$ cat src/ncs_pkg.sv
// Constants and types for the oscillator select block.
// Assumes a single pclk domain and an APB register slave.
package ncs_pkg;
  localparam int NCS_NUM_OSC = 4;
  localparam int NCS_PHASE_W = 32;
  localparam int NCS_SYNC_STAGES = 2;
  localparam logic [11:0] NCS_OFF_CTRL = 12'h000;
  localparam logic [11:0] NCS_OFF_STAT = 12'h004;
  localparam logic [11:0] NCS_OFF_FREQ_A0 = 12'h010;
  localparam logic [11:0] NCS_OFF_FREQ_B0 = 12'h020;
  localparam int NCS_CTRL_PINMODE_BIT = 0;
  localparam int NCS_CTRL_CPLX_BIT = 1;
  localparam int NCS_STAT_SELA_LSB = 0;
  localparam int NCS_STAT_SELB_LSB = 4;
  localparam logic [1:0] NCS_CTRL_RESET = 2'h0;
  localparam logic [31:0] NCS_FREQ_RESET = 32'h0000_0000;
  typedef struct packed {
    logic msb;
    logic lsb;
  } ncs_sel_pins_t;
endpackage : ncs_pkg

$ cat src/ncs_osc_bank.sv
// Bank of four free-running phase accumulators for one down-converter.
// Assumes frequency words and a synchronised select index on pclk.
`timescale 1ns/100ps
module ncs_osc_bank
  import ncs_pkg::*;
#(
  parameter int PHASE_W = NCS_PHASE_W
) (
  input wire logic pclk,
  input wire logic presetn,
  input wire logic [NCS_NUM_OSC*PHASE_W-1:0] freq,
  input wire logic [1:0] sel,
  output logic [PHASE_W-1:0] phase
);
  logic [PHASE_W-1:0] acc_reg [NCS_NUM_OSC];
  genvar i;
  generate
    for (i = 0; i < NCS_NUM_OSC; i++) begin : g_acc
      // Every accumulator advances, selected or not
      always_ff @(posedge pclk or negedge presetn) begin
        if (!presetn) begin
          acc_reg[i] <= '0;
        end else begin
          acc_reg[i] <= acc_reg[i] + freq[i*PHASE_W +: PHASE_W];
        end
      end
    end
  endgenerate
  always_ff @(posedge pclk or negedge presetn) begin
    if (!presetn) begin
      phase <= '0;
    end else begin
      phase <= acc_reg[sel];
    end
  end
endmodule : ncs_osc_bank

$ cat src/ncs_osc_select.sv
// Functional notes
// - DDC A mixes with one of four oscillators chosen by its pins.
// - DDC B mixes with one of four oscillators chosen by its pins.
// - A pins form an index: lsb pin bit 0, msb pin bit 1.
// - B pins form an index the same way, msb pin is bit 1.
// - Unselected oscillators keep advancing phase for coherent swaps.
// - Pin changes swap the oscillator only while pin-control mode is 1.
// - Select pins are asynchronous to every device clock.
//
// Top of the pin-driven oscillator select, with an APB register slave.
// Assumes select pins are asynchronous; APB runs on pclk.
//
// The address map and register access over APB are this design's own decisions.
`timescale 1ns/100ps
module ncs_osc_select
  import ncs_pkg::*;
#(
  parameter int PHASE_W = NCS_PHASE_W
) (
  input wire logic pclk,
  input wire logic presetn,
  input wire logic psel,
  input wire logic penable,
  input wire logic pwrite,
  input wire logic [11:0] paddr,
  input wire logic [31:0] pwdata,
  output logic [31:0] prdata,
  output logic pready,
  output logic pslverr,
  input wire logic osc_sel_a_lsb,
  input wire logic osc_sel_a_msb,
  input wire logic osc_sel_b_lsb,
  input wire logic osc_sel_b_msb,
  output logic [PHASE_W-1:0] mix_phase_a,
  output logic [PHASE_W-1:0] mix_phase_b
);
  // Synchroniser chains, pins packed as index bits
  ncs_sel_pins_t pins_a;
  ncs_sel_pins_t pins_b;
  assign pins_a = '{msb: osc_sel_a_msb, lsb: osc_sel_a_lsb};
  assign pins_b = '{msb: osc_sel_b_msb, lsb: osc_sel_b_lsb};
  logic [3:0] sync1_reg;
  logic [3:0] sync2_reg;
  // Two stages, pins treated as fully asynchronous
  always_ff @(posedge pclk or negedge presetn) begin
    if (!presetn) begin
      sync1_reg <= 4'h0;
    end else begin
      sync1_reg <= {pins_b, pins_a};
    end
  end
  // Only the second stage feeds the select logic
  always_ff @(posedge pclk or negedge presetn) begin
    if (!presetn) begin
      sync2_reg <= 4'h0;
    end else begin
      sync2_reg <= sync1_reg;
    end
  end
  // Converter A in bits 1:0, converter B in bits 3:2
  wire [1:0] pin_idx_a = sync2_reg[1:0];
  wire [1:0] pin_idx_b = sync2_reg[3:2];
  // Registers
  logic [1:0] ctrl_reg;
  logic [PHASE_W-1:0] freq_a_reg [NCS_NUM_OSC];
  logic [PHASE_W-1:0] freq_b_reg [NCS_NUM_OSC];
  logic [1:0] sel_a_reg;
  logic [1:0] sel_b_reg;
  wire pin_mode = ctrl_reg[NCS_CTRL_PINMODE_BIT];
  wire cplx_mode = ctrl_reg[NCS_CTRL_CPLX_BIT];
  // Selection follows pins only in pin-control mode
  wire [1:0] sel_a_next = pin_mode ? pin_idx_a : sel_a_reg;
  wire [1:0] sel_b_next = pin_mode ? pin_idx_b : sel_b_reg;
  // With pin control off the last choice is held
  always_ff @(posedge pclk or negedge presetn) begin
    if (!presetn) begin
      sel_a_reg <= 2'h0;
    end else begin
      sel_a_reg <= sel_a_next;
    end
  end
  always_ff @(posedge pclk or negedge presetn) begin
    if (!presetn) begin
      sel_b_reg <= 2'h0;
    end else begin
      sel_b_reg <= sel_b_next;
    end
  end
  // APB decode
  wire acc = psel && penable;
  // First access cycle launches the answer, the next completes it
  wire acc_first = acc && !pready;
  wire acc_done = acc && pready;
  wire wr = acc_done && pwrite;
  wire hit_ctrl = paddr == NCS_OFF_CTRL;
  wire hit_stat = paddr == NCS_OFF_STAT;
  wire [11:0] off_a = paddr - NCS_OFF_FREQ_A0;
  wire [11:0] off_b = paddr - NCS_OFF_FREQ_B0;
  wire hit_a = paddr[1:0] == 2'h0 && paddr >= NCS_OFF_FREQ_A0
    && off_a < 12'h010;
  wire hit_b = paddr[1:0] == 2'h0 && paddr >= NCS_OFF_FREQ_B0
    && off_b < 12'h010;
  wire [1:0] idx_a = off_a[3:2];
  wire [1:0] idx_b = off_b[3:2];
  wire mapped = hit_ctrl || hit_stat || hit_a || hit_b;
  logic [31:0] rd_mux;
  always_comb begin
    rd_mux = 32'h0000_0000;
    if (hit_ctrl) begin
      rd_mux[1:0] = ctrl_reg;
    end else if (hit_stat) begin
      rd_mux[NCS_STAT_SELA_LSB +: 2] = sel_a_reg;
      rd_mux[NCS_STAT_SELB_LSB +: 2] = sel_b_reg;
    end else if (hit_a) begin
      rd_mux[PHASE_W-1:0] = freq_a_reg[idx_a];
    end else if (hit_b) begin
      rd_mux[PHASE_W-1:0] = freq_b_reg[idx_b];
    end
  end
  // Writes land at the completing edge; status and unmapped are dropped
  wire ctrl_we = wr && hit_ctrl;
  wire freq_a_we = wr && hit_a;
  wire freq_b_we = wr && hit_b;
  wire [1:0] ctrl_next = ctrl_we ? pwdata[1:0] : ctrl_reg;
  // Control: bit 0 pin-control mode, bit 1 complex output mode
  always_ff @(posedge pclk or negedge presetn) begin
    if (!presetn) begin
      ctrl_reg <= NCS_CTRL_RESET;
    end else begin
      ctrl_reg <= ctrl_next;
    end
  end
  always_ff @(posedge pclk or negedge presetn) begin
    if (!presetn) begin
      for (int k = 0; k < NCS_NUM_OSC; k++) begin
        freq_a_reg[k] <= PHASE_W'(NCS_FREQ_RESET);
      end
    end else if (freq_a_we) begin
      freq_a_reg[idx_a] <= pwdata[PHASE_W-1:0];
    end
  end
  always_ff @(posedge pclk or negedge presetn) begin
    if (!presetn) begin
      for (int k = 0; k < NCS_NUM_OSC; k++) begin
        freq_b_reg[k] <= PHASE_W'(NCS_FREQ_RESET);
      end
    end else if (freq_b_we) begin
      freq_b_reg[idx_b] <= pwdata[PHASE_W-1:0];
    end
  end
  // One wait state: pready rises after the first access cycle
  wire pready_next = acc_first;
  // Unmapped accesses answer with pslverr and zero data
  wire pslverr_next = acc_first && !mapped;
  // Read data is launched in the first access cycle
  wire [31:0] prdata_next = acc_first ? rd_mux : 32'h0000_0000;
  always_ff @(posedge pclk or negedge presetn) begin
    if (!presetn) begin
      pready <= 1'b0;
    end else begin
      pready <= pready_next;
    end
  end
  always_ff @(posedge pclk or negedge presetn) begin
    if (!presetn) begin
      pslverr <= 1'b0;
    end else begin
      pslverr <= pslverr_next;
    end
  end
  always_ff @(posedge pclk or negedge presetn) begin
    if (!presetn) begin
      prdata <= 32'h0000_0000;
    end else begin
      prdata <= prdata_next;
    end
  end
  // Frequency words flattened for the banks
  logic [NCS_NUM_OSC*PHASE_W-1:0] freq_a_flat;
  logic [NCS_NUM_OSC*PHASE_W-1:0] freq_b_flat;
  genvar g;
  generate
    for (g = 0; g < NCS_NUM_OSC; g++) begin : g_flat
      assign freq_a_flat[g*PHASE_W +: PHASE_W] = freq_a_reg[g];
      assign freq_b_flat[g*PHASE_W +: PHASE_W] = freq_b_reg[g];
    end
  endgenerate
  logic [PHASE_W-1:0] phase_a;
  logic [PHASE_W-1:0] phase_b;
  // Per-DDC oscillator choice
  ncs_osc_bank #(.PHASE_W(PHASE_W)) u_bank_a (
    .pclk(pclk),
    .presetn(presetn),
    .freq(freq_a_flat),
    .sel(sel_a_reg),
    .phase(phase_a)
  );
  ncs_osc_bank #(.PHASE_W(PHASE_W)) u_bank_b (
    .pclk(pclk),
    .presetn(presetn),
    .freq(freq_b_flat),
    .sel(sel_b_reg),
    .phase(phase_b)
  );
  // Mixing phase only in complex output mode
  wire [PHASE_W-1:0] mix_phase_a_next = cplx_mode ? phase_a : '0;
  wire [PHASE_W-1:0] mix_phase_b_next = cplx_mode ? phase_b : '0;
  // Real output modes carry no mixing phase
  always_ff @(posedge pclk or negedge presetn) begin
    if (!presetn) begin
      mix_phase_a <= '0;
    end else begin
      mix_phase_a <= mix_phase_a_next;
    end
  end
  always_ff @(posedge pclk or negedge presetn) begin
    if (!presetn) begin
      mix_phase_b <= '0;
    end else begin
      mix_phase_b <= mix_phase_b_next;
    end
  end
endmodule : ncs_osc_select

$ cat config.mk
export PLATFORM = sky130hd
export DESIGN_NAME = ncs_osc_select
export DESIGN_NICKNAME = d
export VERILOG_FILES = /design/src/ncs_pkg.sv /design/src/ncs_osc_bank.sv /design/src/ncs_osc_select.sv
export SDC_FILE = /design/constraint.sdc
export NUM_CORES = 1
export LEC_CHECK = 0
export BUFFER_PORTS_ARGS = -buffer_cell sky130_fd_sc_hd__buf_2
export CORE_AREA = 2 2 250 252
export DETAILED_ROUTE_END_ITERATION = 16
export DIE_AREA = 0 0 252 254
export GPL_TIMING_DRIVEN = 1
export PLACE_DENSITY = 0.81
export SYNTH_ARGS = -nofsm -noshare
export SYNTH_HDL_FRONTEND = slang
export SYNTH_SLANG_ARGS = --single-unit
$ cat constraint.sdc
create_clock -name pclk -period 3.2 [get_ports pclk]
set_input_delay 0.16 -clock pclk [delete_from_list [all_inputs] [get_ports pclk]]
set_output_delay 0.16 -clock pclk [all_outputs]
set_load 0.005 [all_outputs]
## Word-level counts from Yosys, hierarchy flattened

Index checks and enable logic that the tools add are counted.

- Add/subtract/negate cells: 10
- Multiply operators: 0
- Divide/modulo/power cells: 0
- Magnitude comparators: 10
- Eq/ne operators: 1
- Shift-type cells: 0
- Multiplexer cells: 29
- Bitwise gates (word level): 4
- Reduce and logical (&&, ||, !) cells: 21

Operator list:

| operator | number |
|---|---|
| $mux 32 | 15 |
| $add 32x32->32 | 8 |
| $bmux 32 s2 | 4 |
| $bwmux 128 | 2 |
| $demux 32 s2 | 2 |
| $mux 30 | 1 |
| $mux 26 | 1 |
| $lt 12x5->1 const B | 2 |
| $logic_and 1x1->1 | 14 |
| $eq 12x3->1 const B | 1 |
| $ge 12x5->1 const B | 1 |
| $ge 12x6->1 const B | 1 |
| $ge 3x3->1 const B | 4 |
| $logic_not 12->1 | 1 |
| $not 2->3 | 4 |
| $sub 12x5->12 const B | 1 |
| $sub 12x6->12 const B | 1 |
| $mux 2 | 4 |
| $lt 3x1->1 const B | 2 |
| $logic_or 1x1->1 | 3 |
| $logic_not 1->1 | 2 |
| $logic_not 2->1 | 1 |

- Register bits: 688
- Bits in latches: 0
- Memory bits (writable): 0
- Memory bits (read-only): 0
- Input bits: 53
- Logic and storage cells: 103
- Memories kept: 0

## Logic depth before layout (Yosys ltp)

Gate-level depths: netlist of the first run.

- Depth in word-level cells: 10
- Depth in mapped cells: 12
- Depth with buffers taken out: 12

## Hierarchy

From an unflattened synthesis of the first run, not the netlist that was laid out.

- Cell total of the unflattened synthesis: 3209
- Area total of the unflattened synthesis: 37890.1 µm²

Modules (own cells, without submodules):

| module | instances | cells each | area an instance (µm²) | sequential area each (µm²) |
|---|---|---|---|---|
| ncs_osc_select | 1 | 982 | 15417.3 | 9208.8 |
| ncs_osc_bank at u_bank_a | 1 | 1148 | 11397.2 | 4003.8 |
| ncs_osc_bank at u_bank_b | 1 | 1079 | 11075.6 | 4003.8 |

## Worst setup path before layout of the first run

OpenSTA, ideal clock, no wires.

- Path kind: register to register
- Start: register freq_a_reg (netlist bit freq_a_flat[33])
- End: register u_bank_a.acc_reg[93] (netlist name)
- Library setup time: 128 ps
- Data arrival time: 2659 ps
- Required time: 3072 ps
- Path slack: 413 ps
- Cell stages (with the launch flop): 11
- Path buffers: 0
- Period minus slack after synthesis: 2787 ps
- Cell sequence: dfrtp_1 > ha_1 > a211oi_2 > o21ai_2 > o2111a_1 > o311a_1 > a31o_2 > a221o_1 > a21oi_2 > mux2i_1 > nand3_1

- Word-level cells in the longest chain between the ends: 1

RTL lines:

| element | line | RTL |
|---|---|---|
| start, declared | ncs_osc_select.sv:65 | `logic [PHASE_W-1:0] freq_a_reg [NCS_NUM_OSC];` |
| start signal, assigned by index | ncs_osc_select.sv:136 | `freq_a_reg[k] <= PHASE_W'(NCS_FREQ_RESET);` |
| start signal, assigned by index | ncs_osc_select.sv:139 | `freq_a_reg[idx_a] <= pwdata[PHASE_W-1:0];` |
| $add 32x32->32 | ncs_osc_bank.sv:24 | `acc_reg[i] <= acc_reg[i] + freq[i*PHASE_W +: PHASE_W];` |
| end signal, assigned by index | ncs_osc_bank.sv:24 |  |
| end, declared | ncs_osc_bank.sv:15 | `logic [PHASE_W-1:0] acc_reg [NCS_NUM_OSC];` |

Every way passes these cells.
A chain may end at the register's enable or synchronous reset.

## Worst setup path in the final report of the first run

- Start: register freq_a_reg (netlist bit freq_a_flat[32])
- End: register u_bank_a.acc_reg[94] (netlist name)

Same word-level chain as after synthesis.

==> results of run 1 <==
placed cells by master, fill, tap and decap left out, types with 16 or more instances in the layout:
master	n
nand3_1	38
mux2_2	256
xor2_1	79
dfrtp_1	685
o21ai_0	101
nand2b_1	29
a31oi_1	22
buf_4	74
a22oi_1	32
nor2b_1	18
and2_1	69
o21a_1	22
xnor2_1	161
dlygate4sd3_1	39
nor3_1	36
nand2_1	128
a21o_1	108
and3_1	19
inv_1	87
mux4_2	128
buf_2	148
a211oi_1	21
clkbuf_16	79
nand4_1	31
o21bai_1	34
o211ai_1	18
a21oi_1	204
nor2_1	145
clkbuf_1	16
ha_1	250
final cells by class:
cell class / instances / area share, %
inverter: 87 / 0.785
clock inverter: 18 / 0.719
clock buffer: 110 / 5.40
sequential: 688 / 41.4
multi-input combinational: 2122 / 44.7
tap: 790 / 2.38
timing repair buffer: 271 / 4.53
antenna: 5 / 0.0301
worst min-delay path, cell delays in order:
cell and delay [ns]:
buf_2 0.09, nor4_1 0.06, nand3_1 0.14, o21ai_0 0.14
nor2_1 0.12
worst min-delay path by stage:
stage,startpoint,cells after the start,end
floorplan,presetn,0,ctrl_reg[0]$_DFFE_PN0P_
global placement,presetn,1,freq_b_flat[97]$_DFFE_PN0P_
detailed placement,presetn,1,u_bank_b.acc_reg[34]$_DFF_PN0_
CTS,paddr[0],5,prdata[5]$_DFF_PN0_
global route,paddr[5],3,pslverr$_DFF_PN0_
finish,paddr[4],5,prdata[5]$_DFF_PN0_
cells by family after synthesis:
group / after synthesis / synth area share [%]
adder cells (fa/ha/maj): 258 / 9.04
AO/OA/AOI/OAI: 678 / 12.3
buffers and inverters: 189 / 1.99
XOR/XNOR: 240 / 5.78
flip-flops: 688 / 47.3
AND/OR/NAND/NOR: 554 / 7.50
multiplexers: 392 / 16.1
timing repair:
action                                  4_1_cts  5_1_grt
pin swaps                                     0        6
buffers inserted                              0        1
resized for setup                             1       33
hold buffers                                 39        0
endpoints found under the hold margin       343        0
endpoints found under the setup margin        2       27
cloned                                        0        0
power by group:
| group | total (mW) | internal [mW] | switching, mW | leakage [nW] |
|---|---|---|---|---|
| clock | 9.05 | 5.48 | 3.57 | 1.25 |
| sequential | 8.83 | 8.77 | 0.0594 | 9.55 |
| combinational | 0.695 | 0.240 | 0.455 | 10.9 |
through the flow:
| stage | power (mW) | utilization [%] |
|---|---|---|
| after global routing | 19.1 | 67.9 |
| after floorplan | 9.24 | - |
| final | 18.6 | 67.9 |
| after detailed placement | 9.64 | 62.8 |
| after CTS | 18.7 | 67.6 |
| after global placement | 9.61 | 62.8 |
metal layers:
layer,track usage [%],wire length (um)
met1,43.4,41200
met2,49.2,45700
met3,5.42,8120
met4,11.7,3340
met5,0,0
==> impl_metrics.json, run 1 <==
{
  "setup_tns_ns": 0,
  "yosysWarnings": 0,
  "synth.most_common_cell": "dfrtp_1",
  "layout-drive-gt1-share_pct": 23.9,
  "tightest_slew_ns": 0.875,
  "synth_nets": 3310,
  "die_area_um2": 64000,
  "power.static_leakage_nw": 21.7,
  "relSlewSlack_pct": 41.7,
  "post-place-ws_ns": -0.0184,
  "critPathLaunchType": "flip-flop",
  "ir_drop_mv": 0.323,
  "worstPathCellList": "ha_1 > inv_1 > fa_1 > nor2b_2 > o2111ai_2 > and4b_1 > nor3_1 > buf_4 > o221ai_1 > o2111ai_2 > a21oi_1 > o221a_2 > xnor2_1",
  "maxSlewViolCount": 0,
  "endpoint": "u_bank_a.acc_reg[94]$_DFF_PN0_",
  "cts_sinks": 688,
  "cts_root_buf": "clkbuf_16",
  "die_w_um": 252,
  "critical-path-top-delay-family": "compound AO/OA/AOI/OAI gates",
  "path_depth": 13,
  "multi_input_comb_area_um2": 18600,
  "clk_latency_ns": 0.63,
  "cts.clk_slew.worst_paths_ns": 0.06,
  "hpwl_um": 70500,
  "grt_use_total_pct": 31.1,
  "yosysUniqueCellTypes": 78,
  "period_share_pct": 96.7,
  "die_height_um": 254,
  "ant_nets": 0,
  "p_per_area_nw_per_um2": 447,
  "cts_max_level": 3,
  "synth_edf_count": 0,
  "initial_core_util_pct": 59.4,
  "critPathKind": "flip-flop to flip-flop",
  "layout.cells.non_filler": 4091,
  "num_rows": 91,
  "syn-instance-count": 2999,
  "vias": 26700,
  "drt-initial-drc-count": 2603,
  "slowest_stage": "fa_1",
  "synth_commonest_cells": "dfrtp_1 (688), mux2_2 (256), ha_1 (250)",
  "synth_top_area_cell": "dfrtp_1",
  "synthArstFlopShare_pct": 100,
  "final-hold-violation-count": 0,
  "critPathArrivalTime_ns": 3.60,
  "crit_top_cell": "o2111ai_2",
  "port-buffer-count": 150,
  "io_pins": 151,
  "core-area_um2": 61300,
  "required_ns": 3.70,
  "drc": 0,
  "crit_buf_inv": 2,
  "grt_pass1_vias": 27200,
  "syn_avg_cell_area_um2": 12.1,
  "routabilityCongestion": 1.06,
  "areaGrowthSynthToFinish_pct": 14.3,
  "placed_area_um2": 38500,
  "cp-end-kind": "flip-flop",
  "r2r_slack_ns": 0.11,
  "fin_crit_ns": 3.09,
  "final_nets": 3555,
  "setup_ws_ns": 0.106,
  "via_per_inst": 6.52,
  "critPathMaxStageDelay_ns": 0.42,
  "reg2reg_depth": 13,
  "synth_seq_area_share_pct": 47.3,
  "final_cell_area_um2": 41600,
  "status": "finished, final reports clean",
  "synth_seq_cells": 688,
  "gr-total-overflow": 0,
  "min_path_type": "primary input to flip-flop",
  "cp_max_fo": 3,
  "synthFlopType": "dfrtp_1",
  "place_inst": 3918,
  "fill_cells": 4165,
  "netlist_area_um2": 36400,
  "grt_pass1_wl_um": 153000,
  "routedWlPerCell_um": 24.0,
  "cts_inserted_buffers": 74,
  "timing.rr.end": "u_bank_a.acc_reg[94]$_DFF_PN0_",
  "fin_worst_skew_ns": 0.0241,
  "synth.area.top_cells": "dfrtp_1 (47%), ha_1 (8.6%), mux2_2 (7.9%), mux4_2 (7.9%), xnor2_1 (3.9%)",
  "antenna_found_initial": 7,
  "setup_viol": 0,
  "netlist.area_leader.share_pct": 47.3,
  "cts_tree": "done",
  "drt_wl_total_um": 98300,
  "grt_max_degree": 93,
  "cts_max_path_buffers": 3,
  "cp-startpoint": "freq_a_flat[32]$_DFFE_PN0P_",
  "regArea_um2": 17200,
  "whs_ns": 0.129,
  "fmaxAchievable_mhz": 323,
  "first_pass_iters": 8,
  "cap_viol_max_count": 0,
  "reg2reg_from": "freq_a_flat[32]$_DFFE_PN0P_"
}
No activity file was read; power rests on OpenSTA's default activity.
==> run 2, diff against run 1 <==
==> constraint.sdc (replaced) <==
create_clock -name pclk -period 3.51 [get_ports pclk]
set_input_delay 0.1755 -clock pclk [delete_from_list [all_inputs] [get_ports pclk]]
set_output_delay 0.1755 -clock pclk [all_outputs]
set_load 0.005 [all_outputs]
==> impl_metrics.json, run 2 (synthesized netlist as in run 1, its figures left out) <==
{
  "status": "finished, final reports clean",
  "grt_pass1_wl_um": 151000,
  "final_common_cell": "dfrtp_1",
  "min_path_type": "primary input to async pin",
  "final_nets": 3518,
  "setup_viol": 0,
  "initial_core_util_pct": 59.4,
  "p_per_area_nw_per_um2": 415,
  "first_pass_iters": 6,
  "r2r_slack_ns": 0.11,
  "hpwl_um": 70700,
  "tightest_slew_ns": 0.808,
  "via_per_inst": 6.50,
  "fin_worst_skew_ns": 0.0232,
  "cts_inserted_buffers": 73,
  "final_cell_area_um2": 41200,
  "critPathKind": "flip-flop to flip-flop",
  "ant_nets": 0,
  "drt-initial-drc-count": 3072,
  "final-hold-violation-count": 0,
  "num_rows": 91,
  "routabilityCongestion": 1.06,
  "die_area_um2": 64000,
  "setup_tns_ns": 0,
  "io_pins": 151,
  "fmaxAchievable_mhz": 294,
  "critPathArrivalTime_ns": 3.89,
  "top_usage_layer": "met2",
  "rsz0062_at_grt": "false",
  "port-buffer-count": 150,
  "gr-total-overflow": 0,
  "die_height_um": 254,
  "maxSlewViolCount": 0,
  "fin_crit_ns": 3.40,
  "cts_max_path_buffers": 3,
  "ir_drop_mv": 0.378,
  "areaGrowthSynthToFinish_pct": 13.3,
  "final_cell_mix": "dfrtp_1 (685), mux2_2 (256), ha_1 (250)",
  "drt_wl_total_um": 97700,
  "layout-drive-gt1-share_pct": 22.7,
  "clk_latency_ns": 0.62,
  "reg2reg_depth": 11,
  "critPathLaunchType": "flip-flop",
  "postCtsSetupRepairBufs": 0,
  "period_share_pct": 96.9,
  "antenna_found_initial": 5,
  "reg2reg_from": "freq_b_flat[14]$_DFFE_PN0P_",
  "timing.rr.end": "u_bank_b.acc_reg[127]$_DFF_PN0_",
  "grtUsageMet2_pct": 48.7,
  "required_ns": 4.00,
  "cap_viol_max_count": 0,
  "met1_usage_pct": 43.3,
  "cp-startpoint": "freq_b_flat[14]$_DFFE_PN0P_",
  "cts_max_level": 3,
  "cts_root_buf": "clkbuf_16",
  "grt_use_total_pct": 30.8,
  "cp-end-kind": "flip-flop",
  "placed_area_um2": 38200,
  "grt_max_degree": 132,
  "cts_tree": "done",
  "grt_pass1_vias": 26900,
  "vias": 26400,
  "fill_cells": 4203,
  "drc": 0,
  "die_w_um": 252,
  "grtUsageMet3_pct": 5.18,
  "relSlewSlack_pct": 46.2,
  "power.static_leakage_nw": 21.6,
  "cp_max_fo": 9,
  "cts_sinks": 688,
  "cts.clk_slew.worst_paths_ns": 0.06,
  "routedWlPerCell_um": 24.1,
  "core-area_um2": 61300
}
run 2: metrics by stage:
step / worst slack (ns) / power, mW / cells / util [%] / hold WS (ns)
final: 0.107 / 17.1 / 4057 / 67.3 / 0.0849
after global routing: 0.0371 / 17.6 / 4056 / 67.3 / 0.143
after CTS: 0.184 / 17.2 / 4051 / 67.3 / 0.0909
after detailed placement: 0.221 / 8.78 / 3883 / 62.3 / 0.144
after global placement: 0.306 / 8.75 / 3883 / 62.3 / 0.140
after floorplan: 0.723 / 8.43 / 2999 / - / -0.120
run 2: how the worst max path moves through the flow:
stage / end / slack, ns
finish: u_bank_b.acc_reg[127]$_DFF_PN0_ / 0.11
global route: u_bank_b.acc_reg[95]$_DFF_PN0_ / 0.04
CTS: u_bank_a.acc_reg[94]$_DFF_PN0_ / 0.18
detailed placement: u_bank_a.acc_reg[94]$_DFF_PN0_ / 0.22
global placement: u_bank_a.acc_reg[94]$_DFF_PN0_ / 0.31
floorplan: u_bank_a.acc_reg[93]$_DFF_PN0_ / 0.72
run 2: repair_timing:
item / CTS / global route
gates resized for setup: 0 / 5
setup endpoints to repair: 0 / 5
endpoints found under the hold margin: 382 / 0
hold buffers: 39 / 0
run 2: layout make-up:
class,count,area (um2),area share [%]
Antenna cell,6,15.0,0.0364
Clock buffer,102,2210,5.37
Clock inverter,27,423,1.03
Inverter,87,327,0.792
Multi-Input combinational cell,2122,18500,44.8
Sequential cell,688,17200,41.8
Tap cell,790,988,2.40
Timing Repair Buffer,235,1590,3.85
run 2: report_power, final:
part | switching (mW) | internal, mW
combinational | 0.419 | 0.212
clock | 3.23 | 5.20
sequential | 0.0491 | 8.00
total | 3.70 | 13.4
run 2: worst max-delay path, cell delays in order, from the launching register on:
cell       delay, ns
dfrtp_1         0.41
ha_1            0.45
a2111oi_0       0.69
o211ai_1        0.19
a21oi_1         0.29
nor4_1          0.10
buf_4           0.16
o221ai_1        0.30
o21bai_1        0.14
a21oi_1         0.28
a21oi_1         0.13
xnor2_1         0.13
run 2: layer usage:
metal  wire (um)  share of wire (%)
met1       41100                 42
met4        3080                3.2
met2       45500                 47
met3        8070                8.3
met5           0                  0
